<file path="src/wgs_pkg.sv">
// constants and command codes of the wave generator sequencer
package wgs_pkg;
	localparam int CLK_MHZ         = 100;
	// servo cycle period limits and step in microseconds
	localparam int SERVO_MIN_US    = 100;
	localparam int SERVO_MAX_US    = 200;
	localparam int SERVO_STEP_US   = 25;
	localparam int SERVO_MIN_CYC   = SERVO_MIN_US * CLK_MHZ;
	localparam int SERVO_STEP_CYC  = SERVO_STEP_US * CLK_MHZ;
	// period code n selects SERVO_MIN_US + n * SERVO_STEP_US
	localparam logic [2:0] PERIOD_CODE_MAX  = 3'h4;
	localparam logic [2:0] PERIOD_CODE_DFLT = 3'h4;
	// start mode word fields
	localparam int MODE_W          = 16;
	localparam int MODE_IMM_BIT    = 0;
	localparam int MODE_TRIG_BIT   = 1;
	localparam int OPT_ENDPT_BIT   = 8;
	localparam logic [MODE_W-1:0] MODE_STOP = 16'h0000;
	// error codes
	localparam logic [7:0] ERR_NONE         = 8'h00;
	localparam logic [7:0] ERR_WAVE_STOPPED = 8'h0a;
	// volatile defaults
	localparam logic [15:0] RATE_DFLT     = 16'h0001;
	localparam logic [1:0]  TRIG_SEL_DFLT = 2'h0;
	localparam int TRIG_INPUTS    = 4;

	typedef enum logic [3:0] {
		OP_WAVE_OUTPUT_CONTROL,
		OP_GENERAL_STOP,
		OP_FAST_STOP,
		OP_RECORDING_RESTART,
		OP_CYCLE_LIMIT,
		OP_POINT_HOLD_RATE,
		OP_OUTPUT_OFFSET,
		OP_TRIGGER_CONFIG,
		OP_TABLE_LENGTH,
		OP_MOTION,
		OP_SERVO_MODE,
		OP_CONTROL_MODE
	} wgs_op_t;
endpackage : wgs_pkg

</file>
<file path="src/wgs_top.sv">
// wave generator sequencer: servo tick, generators, command interlocks
// Summary of operation
// - generator outputs step only inside the servo cycle processing phase
// - start mode bit 0 starts at once, bit 1 waits on trigger level
// - option bit 8 starts each later cycle at previous cycle endpoint
// - wave control with mode 0 stops the named generator only
// - general stop or fast stop of running output sets error code 10
// - general stop or fast stop clears stored start modes to zero
// - nonzero cycle limit stops the generator when completed cycles reach it
// - immediate start pulses the data recording trigger
// - recording restart while output runs pulses the recording trigger
// - servo mode or control mode change refused while generator runs
// - motion commands for a running axis are refused
// - analog controlled axis keeps running but its values are not fed
// - analog controlled axis accepts stop but refuses start
// - trigger started output pauses on low trigger, pause is no stop
// - trigger selection is volatile and returns to default at reset
// - running mask output shows which generators run
// - stored start mode word of each generator is readable
// - servo period 100 to 200 us in 25 us steps, default 200
// - period code is taken only once after reset release
// - load indicator output, high share above 70 percent means overload
// - load indicator rises at servo cycle start, falls when processing ends
// - each point held for table rate servo cycles, default 1
// - emitted value is offset plus current point, plus the endpoint base when option bit 8 is set
`timescale 1ns/10ps
module wgs_top #(
	parameter int N_GEN     = 2,
	parameter int TBL_DEPTH = 16,
	parameter int PT_W      = 16,
	parameter int SERVO_MIN_CYC  = wgs_pkg::SERVO_MIN_CYC,
	parameter int SERVO_STEP_CYC = wgs_pkg::SERVO_STEP_CYC,
	// index widths are needed by the port list itself
	localparam int GW = (N_GEN > 1) ? $clog2(N_GEN) : 1,
	localparam int AW = $clog2(TBL_DEPTH)
) (
	input  wire logic                      sys_clk,
	input  wire logic                      rst_n,
	input  wire logic [2:0]                period_code_nv,
	input  wire logic                      cmd_valid,
	input  wire wgs_pkg::wgs_op_t          cmd_op,
	input  wire logic [GW-1:0]             cmd_gen,
	input  wire logic [15:0]               cmd_arg,
	output logic                           cmd_ack,
	output logic                           cmd_refused,
	input  wire logic                      tbl_we,
	input  wire logic [GW-1:0]             tbl_gen,
	input  wire logic [AW-1:0]             tbl_addr,
	input  wire logic [PT_W-1:0]           tbl_data,
	input  wire logic [wgs_pkg::TRIG_INPUTS-1:0] trig_in,
	input  wire logic [N_GEN-1:0]          analog_ctl,
	input  wire logic                      err_read,
	output logic [7:0]                     err_code,
	output logic [N_GEN-1:0]               running,
	output logic [N_GEN*wgs_pkg::MODE_W-1:0] start_mode,
	output logic [N_GEN*PT_W-1:0]          gen_value,
	output logic [N_GEN-1:0]               gen_value_valid,
	output logic                           rec_trigger,
	output logic                           load_ind
);
	localparam int CW  = $clog2(SERVO_MIN_CYC + 4 * SERVO_STEP_CYC + 1);
	localparam int PHW = GW;
	localparam int MW  = wgs_pkg::MODE_W;

	generate
		if (N_GEN < 1 || N_GEN > 4 || TBL_DEPTH < 2 ||
			TBL_DEPTH > 65536 || PT_W < 2 || SERVO_MIN_CYC < 2 ||
			SERVO_STEP_CYC < 0) begin : g_bad
			$error("wgs_top: unsupported parameter values");
		end
	endgenerate

	typedef struct packed {
		logic                             booted;
		logic [CW-1:0]                    period;
		logic [CW-1:0]                    per_cnt;
		logic                             busy;
		logic [PHW-1:0]                   phase;
		logic [7:0]                       err;
		logic                             rec_pulse;
		logic [N_GEN-1:0]                 run;
		logic [N_GEN-1:0]                 stop_pend;
		logic [N_GEN-1:0]                 trig_mode;
		logic [N_GEN-1:0]                 endpt;
		logic [N_GEN-1:0]                 val_pulse;
		logic [N_GEN-1:0][MW-1:0]         smode;
		logic [N_GEN-1:0][AW-1:0]         idx;
		logic [N_GEN-1:0][AW-1:0]         last;
		logic [N_GEN-1:0][15:0]           hold;
		logic [N_GEN-1:0][15:0]           rate;
		logic [N_GEN-1:0][15:0]           limit;
		logic [N_GEN-1:0][15:0]           done;
		logic [N_GEN-1:0][1:0]            trig_sel;
		logic [N_GEN-1:0][PT_W-1:0]       offset;
		logic [N_GEN-1:0][PT_W-1:0]       base;
		logic [N_GEN-1:0][PT_W-1:0]       value;
		logic [N_GEN-1:0][TBL_DEPTH-1:0][PT_W-1:0] tbl;
	} wgs_state_t;

	wgs_state_t q;
	wgs_state_t d;

	// next state: boot latch, servo divider, generator steps, commands
	always_comb begin
		logic          tick;
		logic          gen_ok;
		logic [CW-1:0] per_new;
		tick    = 1'b0;
		gen_ok  = 32'(cmd_gen) < N_GEN;
		per_new = '0;
		d             = q;
		d.val_pulse   = '0;
		d.rec_pulse   = 1'b0;
		cmd_ack       = 1'b0;
		cmd_refused   = 1'b0;

		// one cycle after release: take the period code and volatile defaults
		if (!q.booted) begin
			d.booted = 1'b1;
			if (period_code_nv <= wgs_pkg::PERIOD_CODE_MAX)
				per_new = CW'(SERVO_MIN_CYC + SERVO_STEP_CYC *
					32'(period_code_nv));
			else
				per_new = CW'(SERVO_MIN_CYC + SERVO_STEP_CYC *
					32'(wgs_pkg::PERIOD_CODE_DFLT));
			d.period = per_new;
			for (int g = 0; g < N_GEN; g++) begin
				d.rate[g]     = wgs_pkg::RATE_DFLT;
				d.trig_sel[g] = wgs_pkg::TRIG_SEL_DFLT;
				d.last[g]     = AW'(TBL_DEPTH - 1);
			end
		end else if (q.per_cnt == q.period - CW'(1)) begin
			d.per_cnt = '0;
			tick      = 1'b1;
		end else begin
			d.per_cnt = q.per_cnt + CW'(1);
		end

		// processing phase: one generator per clock, load high meanwhile
		if (tick) begin
			d.busy  = 1'b1;
			d.phase = '0;
		end else if (q.busy) begin
			if (32'(q.phase) == N_GEN - 1)
				d.busy = 1'b0;
			else
				d.phase = q.phase + PHW'(1);
		end

		for (int g = 0; g < N_GEN; g++) begin
			if (q.busy && 32'(q.phase) == g) begin
				if (q.stop_pend[g]) begin
					d.run[g]       = 1'b0;
					d.stop_pend[g] = 1'b0;
				end else if (q.run[g] && !(q.trig_mode[g] &&
					!trig_in[q.trig_sel[g]])) begin
					d.value[g] = q.offset[g] + q.base[g] +
						q.tbl[g][q.idx[g]];
					// analog control keeps the sequence but hides it
					d.val_pulse[g] = !analog_ctl[g];
					if (q.hold[g] + 16'h0001 >= q.rate[g]) begin
						d.hold[g] = '0;
						if (q.idx[g] == q.last[g]) begin
							d.idx[g]  = '0;
							d.done[g] = q.done[g] + 16'h0001;
							if (q.endpt[g])
								d.base[g] = q.base[g] + q.tbl[g][q.last[g]] -
									q.tbl[g][0];
							if (q.limit[g] != '0 &&
								q.done[g] + 16'h0001 >= q.limit[g])
								d.stop_pend[g] = 1'b1;
						end else begin
							d.idx[g] = q.idx[g] + AW'(1);
						end
					end else begin
						d.hold[g] = q.hold[g] + 16'h0001;
					end
				end
			end
		end

		// error code: a query clears it, a new stop in that cycle wins
		if (err_read)
			d.err = wgs_pkg::ERR_NONE;

		if (cmd_valid && q.booted) begin
			unique case (cmd_op)
				wgs_pkg::OP_WAVE_OUTPUT_CONTROL: begin
					if (!gen_ok) begin
						cmd_refused = 1'b1;
					end else if (cmd_arg == wgs_pkg::MODE_STOP) begin
						// stop is taken even under analog control
						d.stop_pend[cmd_gen] = q.run[cmd_gen];
						d.smode[cmd_gen]     = wgs_pkg::MODE_STOP;
						cmd_ack              = 1'b1;
					end else if (analog_ctl[cmd_gen] ||
						!(cmd_arg[wgs_pkg::MODE_IMM_BIT] ||
						cmd_arg[wgs_pkg::MODE_TRIG_BIT])) begin
						cmd_refused = 1'b1;
					end else begin
						d.smode[cmd_gen]     = cmd_arg;
						d.run[cmd_gen]       = 1'b1;
						d.stop_pend[cmd_gen] = 1'b0;
						d.idx[cmd_gen]       = '0;
						d.hold[cmd_gen]      = '0;
						d.done[cmd_gen]      = '0;
						d.base[cmd_gen]      = '0;
						d.trig_mode[cmd_gen] =
							!cmd_arg[wgs_pkg::MODE_IMM_BIT];
						d.endpt[cmd_gen] =
							cmd_arg[wgs_pkg::OPT_ENDPT_BIT];
						d.rec_pulse = cmd_arg[wgs_pkg::MODE_IMM_BIT];
						cmd_ack     = 1'b1;
					end
				end
				wgs_pkg::OP_GENERAL_STOP, wgs_pkg::OP_FAST_STOP: begin
					for (int g = 0; g < N_GEN; g++) begin
						d.stop_pend[g] = q.run[g];
						d.smode[g]     = wgs_pkg::MODE_STOP;
					end
					if (|q.run)
						d.err = wgs_pkg::ERR_WAVE_STOPPED;
					cmd_ack = 1'b1;
				end
				wgs_pkg::OP_RECORDING_RESTART: begin
					d.rec_pulse = |q.run;
					cmd_ack     = |q.run;
					cmd_refused = ~|q.run;
				end
				wgs_pkg::OP_CYCLE_LIMIT: begin
					// counting restarts at the moment the limit is written
					if (gen_ok) begin
						d.limit[cmd_gen] = cmd_arg;
						d.done[cmd_gen]  = '0;
					end
					cmd_ack     = gen_ok;
					cmd_refused = !gen_ok;
				end
				wgs_pkg::OP_POINT_HOLD_RATE: begin
					if (gen_ok && cmd_arg != '0) begin
						d.rate[cmd_gen] = cmd_arg;
						cmd_ack         = 1'b1;
					end else begin
						cmd_refused = 1'b1;
					end
				end
				wgs_pkg::OP_OUTPUT_OFFSET: begin
					if (gen_ok)
						d.offset[cmd_gen] = PT_W'(cmd_arg);
					cmd_ack     = gen_ok;
					cmd_refused = !gen_ok;
				end
				wgs_pkg::OP_TRIGGER_CONFIG: begin
					if (gen_ok)
						d.trig_sel[cmd_gen] = cmd_arg[1:0];
					cmd_ack     = gen_ok;
					cmd_refused = !gen_ok;
				end
				wgs_pkg::OP_TABLE_LENGTH: begin
					// length may not move under a running index
					if (gen_ok && !q.run[cmd_gen] && cmd_arg != '0 &&
						32'(cmd_arg) <= TBL_DEPTH) begin
						d.last[cmd_gen] = AW'(cmd_arg - 16'h0001);
						cmd_ack         = 1'b1;
					end else begin
						cmd_refused = 1'b1;
					end
				end
				wgs_pkg::OP_MOTION, wgs_pkg::OP_SERVO_MODE,
				wgs_pkg::OP_CONTROL_MODE: begin
					cmd_refused = !gen_ok || q.run[cmd_gen];
					cmd_ack     = gen_ok && !q.run[cmd_gen];
				end
				default: begin
					cmd_refused = 1'b1;
				end
			endcase
		end else if (cmd_valid) begin
			cmd_refused = 1'b1;
		end

		// table writes land in the generator's own store
		if (tbl_we && 32'(tbl_gen) < N_GEN)
			d.tbl[tbl_gen][tbl_addr] = tbl_data;
	end

	// state register; reset clears everything, defaults follow at boot
	always_ff @(posedge sys_clk or negedge rst_n) begin
		if (!rst_n)
			q <= '0;
		else
			q <= d;
	end

	// outputs straight from the state register
	assign err_code        = q.err;
	assign running         = q.run;
	assign start_mode      = q.smode;
	assign gen_value       = q.value;
	assign gen_value_valid = q.val_pulse;
	assign rec_trigger     = q.rec_pulse;
	assign load_ind        = q.busy;
endmodule : wgs_top

</file>
<file path="config.mk">
export PLATFORM = sky130hd
export DESIGN_NAME = wgs_top
export DESIGN_NICKNAME = d
export VERILOG_FILES = /design/src/wgs_pkg.sv /design/src/wgs_top.sv
export SDC_FILE = /design/constraint.sdc
export NUM_CORES = 2
export LEC_CHECK = 0
export BUFFER_PORTS_ARGS = -buffer_cell sky130_fd_sc_hd__buf_2
export CAP_MARGIN = 30
export CORE_ASPECT_RATIO = 1.5
export CORE_MARGIN = 5
export CORE_UTILIZATION = 40
export CTS_CLUSTER_SIZE = 10
export DETAILED_ROUTE_END_ITERATION = 10
export GPL_ROUTABILITY_DRIVEN = 0
export GPL_TIMING_DRIVEN = 0
export HOLD_SLACK_MARGIN = 0.12
export PLACE_DENSITY = 0.55
export RECOVER_POWER = 100
export SLEW_MARGIN = 0
export SYNTH_ARGS = -nofsm -noshare
export SYNTH_HDL_FRONTEND = slang
export SYNTH_SLANG_ARGS = --single-unit
</file>
<file path="constraint.sdc">
create_clock -name sys_clk -period 4.7 [get_ports sys_clk]
set_input_delay 0.705 -clock sys_clk [delete_from_list [all_inputs] [get_ports sys_clk]]
set_output_delay 0.705 -clock sys_clk [all_outputs]
set_load 0.05 [all_outputs]
</file>
After elaboration in Yosys (flattened, before gate mapping)
Cells that the tools add are included.
Widths: inputs -> output; s select.
{ "classes": {"muxes": 158, "mul": 1, "n_eq_ne": 15, "n_reduce_logical": 43, "div": 0, "add_sub_neg": 19, "n_shift": 0, "n_bitwise": 15, "n_lt_le_gt_ge": 18} }
{ "ops": {"columns": ["op", "n"], "rows": [
  ["$mux 16", 36],
  ["$bwmux 512", 1],
  ["$mux 32", 14],
  ["$bmux 16 s4", 4],
  ["$demux 256 s1", 1],
  ["$mux 256", 1],
  ["$mux 212", 1],
  ["$and 32x32->32", 4],
  ["$bwmux 32", 4],
  ["$pmux 32 s2", 2],
  ["$add 16x16->16", 6],
  ["$add 16x1->16 const B", 4],
  ["$demux 16 s4", 1],
  ["$ge 16x16->1", 4],
  ["$mux 8", 8],
  ["$mux 4", 15],
  ["$reduce_bool 16->1", 3],
  ["$mux 1", 44],
  ["$mux 40", 1],
  ["$not 32->32", 1],
  ["$sub 16x16->16", 2],
  ["$mux 15", 2],
  ["$lt 4x5->1 const B", 5],
  ["$mux 17", 1],
  ["other kinds (52)", 104]
]} }
{ "totals": {"wordCells": 335, "romBits": 0, "inputBits": 56, "ramBits": 0, "mem_count": 0, "ff_bits": 840, "out_inout_bits": 80, "latchBits": 0} }

Longest topological paths before layout
{ "logic_depth": {"ltp_word": 15, "ltp_mapped": 19, "ltp_nobuf": 17} }

Worst setup path before layout
Ideal clock, no wire load.
{ "synth_path": {"path_kind": "reg-to-reg", "startpoint": "register q[748] (netlist name)", "endpoint": "register q, in the netlist gen_value[15]", "slack_ps": -292, "arrival_ps": 4865, "n_path_buf": 2, "t_required_ps": 4573, "path_stages_with_launch": 16, "path_cell_list": "dfrtp_1 buf_1 buf_1 mux4_2 mux4_2 fa_1 ha_1 inv_1 fa_1 nor2b_1 o21ai_0 o211ai_1 a21oi_1 a2111oi_0 mux2i_1 nand3_1"} }
{ "synth_via": {"elab_chain_cells": 3} }
{ "synth_rtl": {"columns": ["element", "line", "text"], "rows": [
  ["from (decl)", "wgs_top.sv:100", "wgs_state_t q;"],
  ["from (signal assigned)", "wgs_top.sv:290", "q <= '0;"],
  ["from (signal assigned)", "wgs_top.sv:292", "q <= d;"],
  ["$bmux 16 s4", "wgs_top.sv:158", "q.tbl[g][q.idx[g]];"],
  ["$mux 16 (not written as such)", "wgs_top.sv:158", null],
  ["$add 16x16->16", "wgs_top.sv:157", "d.value[g] = q.offset[g] + q.base[g] +"]
]} }
No other way between the ends. The select of a mux whose other input is x is not followed.
A chain may end at the register's enable or synchronous reset.

Worst setup path in the final report
Same ends and word-level chain as after synthesis.

==> flow_metrics.env <==
export IMPL_status="finished with violations"
export IMPL_failed_checks="max-capacitance violations, max-slew violations"
export IMPL_cts_root_to_sink_buffers=3
export IMPL_period_share=0.999
export IMPL_critical_path_class="reg2reg"
export IMPL_fmax_mhz=213
export IMPL_drt_pass1_iter_count=5
export IMPL_synth_top_cells_by_count="dfrtp_1 (837), mux2_2 (587), mux4_2 (277), nand2_1 (275), inv_1 (232)"
export IMPL_holdWs_ns=0.221
export IMPL_synth_nets=4274
export IMPL_ctsRootBufferMaster="clkbuf_16"
export IMPL_setup_worst_path_end_class="register"
export IMPL_min_delay_path_depth=2
export IMPL_worstReg2RegStart="q[748]"
export IMPL_wl_per_cell_um=26.7
export IMPL_worst_skew_pair_late_latency_ns=0.71
export IMPL_yosys_cell_count_top_type="dfrtp_1"
export IMPL_min_delay_worst_endpoint="gen_value_valid[1]"
export IMPL_synthesis_instances=4014
export IMPL_portBuffers=114
export IMPL_synth_seq_cells=837
export IMPL_grt_antenna_before_repair=11
export IMPL_drt_drc_violations_left=0
export IMPL_netlist_area_before_placement_um2=48500
export IMPL_drive_above_1_share=0.304
export IMPL_ys_async_sr_fraction=1.00
export IMPL_die_width_um=294
export IMPL_detail_route_vias_per_cell=5.74
export IMPL_max_cap_violations=4
export IMPL_first_iter_violations=2364
export IMPL_floorplan_io_pins=136
export IMPL_cts_tree="yes"
export IMPL_finish_net_count=4572
export IMPL_syn2layout_area_growth_pct=13.8
export IMPL_maximum_fanout_count_along_the_critical_path=10
export IMPL_die_area_um2=129000
export IMPL_floorplan_rows=156
export IMPL_final_antenna_net_count=0
export IMPL_fin_ws_ns=0.00394
export IMPL_synth_largest_area_cell="dfrtp_1"
export IMPL_cts_buffers_inserted=95
export IMPL_hold_class="in2reg"
export IMPL_worst_endpoint_arrival_ns=5.26
export IMPL_max_slew_margin=-0.278
export IMPL_rsz0062_at_grt="true"
export IMPL_drt_wl_total_um=158000
export IMPL_maximum_number_of_pins_on_one_net_before_global_route_repair=117
export IMPL_total_routing_usage_gr=0.243
export IMPL_initial_core_util=0.402
export IMPL_critical_path_startpoint_type="register"
export IMPL_yosys_area_top_type_share=0.432
export IMPL_layout_min_cycle_time_ns=4.70
export IMPL_timing_reg2reg_worst_path_depth=15
export IMPL_synth_cell_types=77
export IMPL_grt_pass1_wl_um=234000
export IMPL_fin_skew_ns=0.0327
export IMPL_core_area_um2=121000
export IMPL_max_slew_worst_pin_slew_ns=1.87
export IMPL_syn_area_per_cell_um2=12.1
export IMPL_grt_ovfl_total=0
export IMPL_regToRegSetupSlack_ns=0.004
export IMPL_hpwlAfterDp_um=119000
export IMPL_postSynth_topFlopCell="dfrtp_1"
export IMPL_overall_via_count_from_detail_route=33900
export IMPL_first_global_vias=35500
export IMPL_yosys_top_cells_area="dfrtp_1 (43%), mux2_2 (14%), mux4_2 (13%), ha_1 (3.6%), fa_1 (2.7%)"
export IMPL_clock_sinks=837
export IMPL_sequential_share_of_the_synthesized_area=0.432
export IMPL_max_vdd_ir_drop_mv=0.349
export IMPL_final_slew_viol_count=334
export IMPL_timing_final_setup_violations=0
export IMPL_report_final_hold_viol_count=0
export IMPL_die_h_um=437
export IMPL_required_time_of_the_critical_path_ns=5.27
export IMPL_pwr_density_cell_nw_per_um2=374
export IMPL_p_leak_uw=0.0246
export IMPL_nFillCells=11100
export IMPL_worst_setup_hold_path_clk_slew_ns=0.06
export IMPL_timing_rr_end="gen_value[15]"
export IMPL_yosys_warnings=0
export IMPL_cts_htree_levels=3
export IMPL_synth_edf_count=0
export IMPL_holdCritStartpoint="analog_ctl[1]"
export IMPL_place_worst_setup_slack_ns=-1.55
export IMPL_final_core_utilization=0.458
==> cells in the final DEF (no fill, tap or decap), types with 35 or more instances in the layout <==
master       n
a21oi_1    117
a22o_1      35
buf_2       48
buf_4      122
buf_8       36
clkbuf_1   258
clkbuf_16   98
dfrtp_1    829
fa_1        65
ha_1       139
inv_1      230
mux2_2     586
mux2i_1     53
mux4_2     277
nand2_1    272
nand3_1    106
nor2_1     131
nor3_1      45
o21ai_0    136
xnor2_1     86
xor2_1      81
==> critical path, stage by stage, from the launching register on <==
cell,delay [ns]
dfrtp_2,0.41
buf_12,0.16
buf_12,0.18
mux4_2,0.51
mux4_2,0.59
fa_1,0.53
ha_1,0.16
inv_1,0.06
fa_1,0.46
nor2b_1,0.15
o21ai_1,0.12
o211ai_1,0.33
a21oi_2,0.13
a2111oi_4,0.38
mux2i_1,0.29
nand3_1,0.11
==> worst max-delay path by stage <==
stage	from	to	slack, ns	depth (start not counted)
after detailed placement	q[749]	gen_value[15]	-1.55	16
after CTS	q[748]	gen_value[15]	-0.15	15
after global routing	q[748]	gen_value[15]	-0.15	15
final	q[748]	gen_value[15]	0.004	15
after floorplan	q[748]	gen_value[15]	-0.04	15
after global placement	rst_n	q[481]	-16.10	1
==> metal layers <==
layer	global-route usage	vias up	part of all wire
li1	-	15000	-
met1	0.287	17600	0.38
met2	0.429	1005	0.51
met3	0.0335	331	0.047
met4	0.129	14	0.059
met5	0	-	0.00054
==> state kept, by name, summed over array words and instances (netlist names) <==
| name | count |
|---|---|
| q | 759 |
| gen_value | 32 |
| start_mode | 32 |
| err_code | 8 |
| gen_value_valid | 2 |
| running | 2 |
| load_ind | 1 |
| rec_trigger | 1 |
==> power breakdown <==
part / internal [uW] / switching (uW)
Sequential: 8210 / 873
Combinational: 2480 / 2310
Clock: 3740 / 3030
==> final cells by class <==
cell class | count | area [um^2] | share of cell area
antenna | 4 | 10.0 | 0.000181
buffer | 329 | 1920 | 0.0347
clock buffer | 111 | 2520 | 0.0456
clock inverter | 6 | 91.3 | 0.00165
inverter | 234 | 885 | 0.0160
multi-input combinational | 2606 | 25400 | 0.459
sequential | 837 | 21000 | 0.380
tap | 1580 | 1980 | 0.0358
timing repair buffer | 209 | 1510 | 0.0273
==> cell families (layout without fill, tap and decap cells) <==
| family | after synthesis | in the layout | synth area share |
|---|---|---|---|
| compound gates | 505 | 505 | 0.0669 |
| xor+xnor | 167 | 167 | 0.0301 |
| fa+ha+maj | 204 | 204 | 0.0626 |
| buf+inv | 571 | 889 | 0.0506 |
| flops | 837 | 837 | 0.432 |
| mux | 917 | 917 | 0.276 |
| other cells | 1 | 5 | 0.0000773 |
| simple gates | 812 | 812 | 0.0824 |
==> what timing repair did <==
action                     4_1_cts  5_1_grt
hold endpoints to repair        20        0
resized for setup              154      111
setup endpoints to repair       52       65
buffers inserted                 5       33
pin swaps                        4       13
hold buffers                     1        0
==> through the flow <==
step	instances	cell area [um^2]	power [uW]	TNS [ns]
detailed placement	5763	52000	13800	-49.27
CTS	5881	55000	20700	-0.146
floorplan	4014	48500	12300	-0.0366
global route	5913	55200	21600	-11.73
global placement	5708	51100	13700	-
finish	5916	55200	20600	0
(Power assumes the default switching activity.)
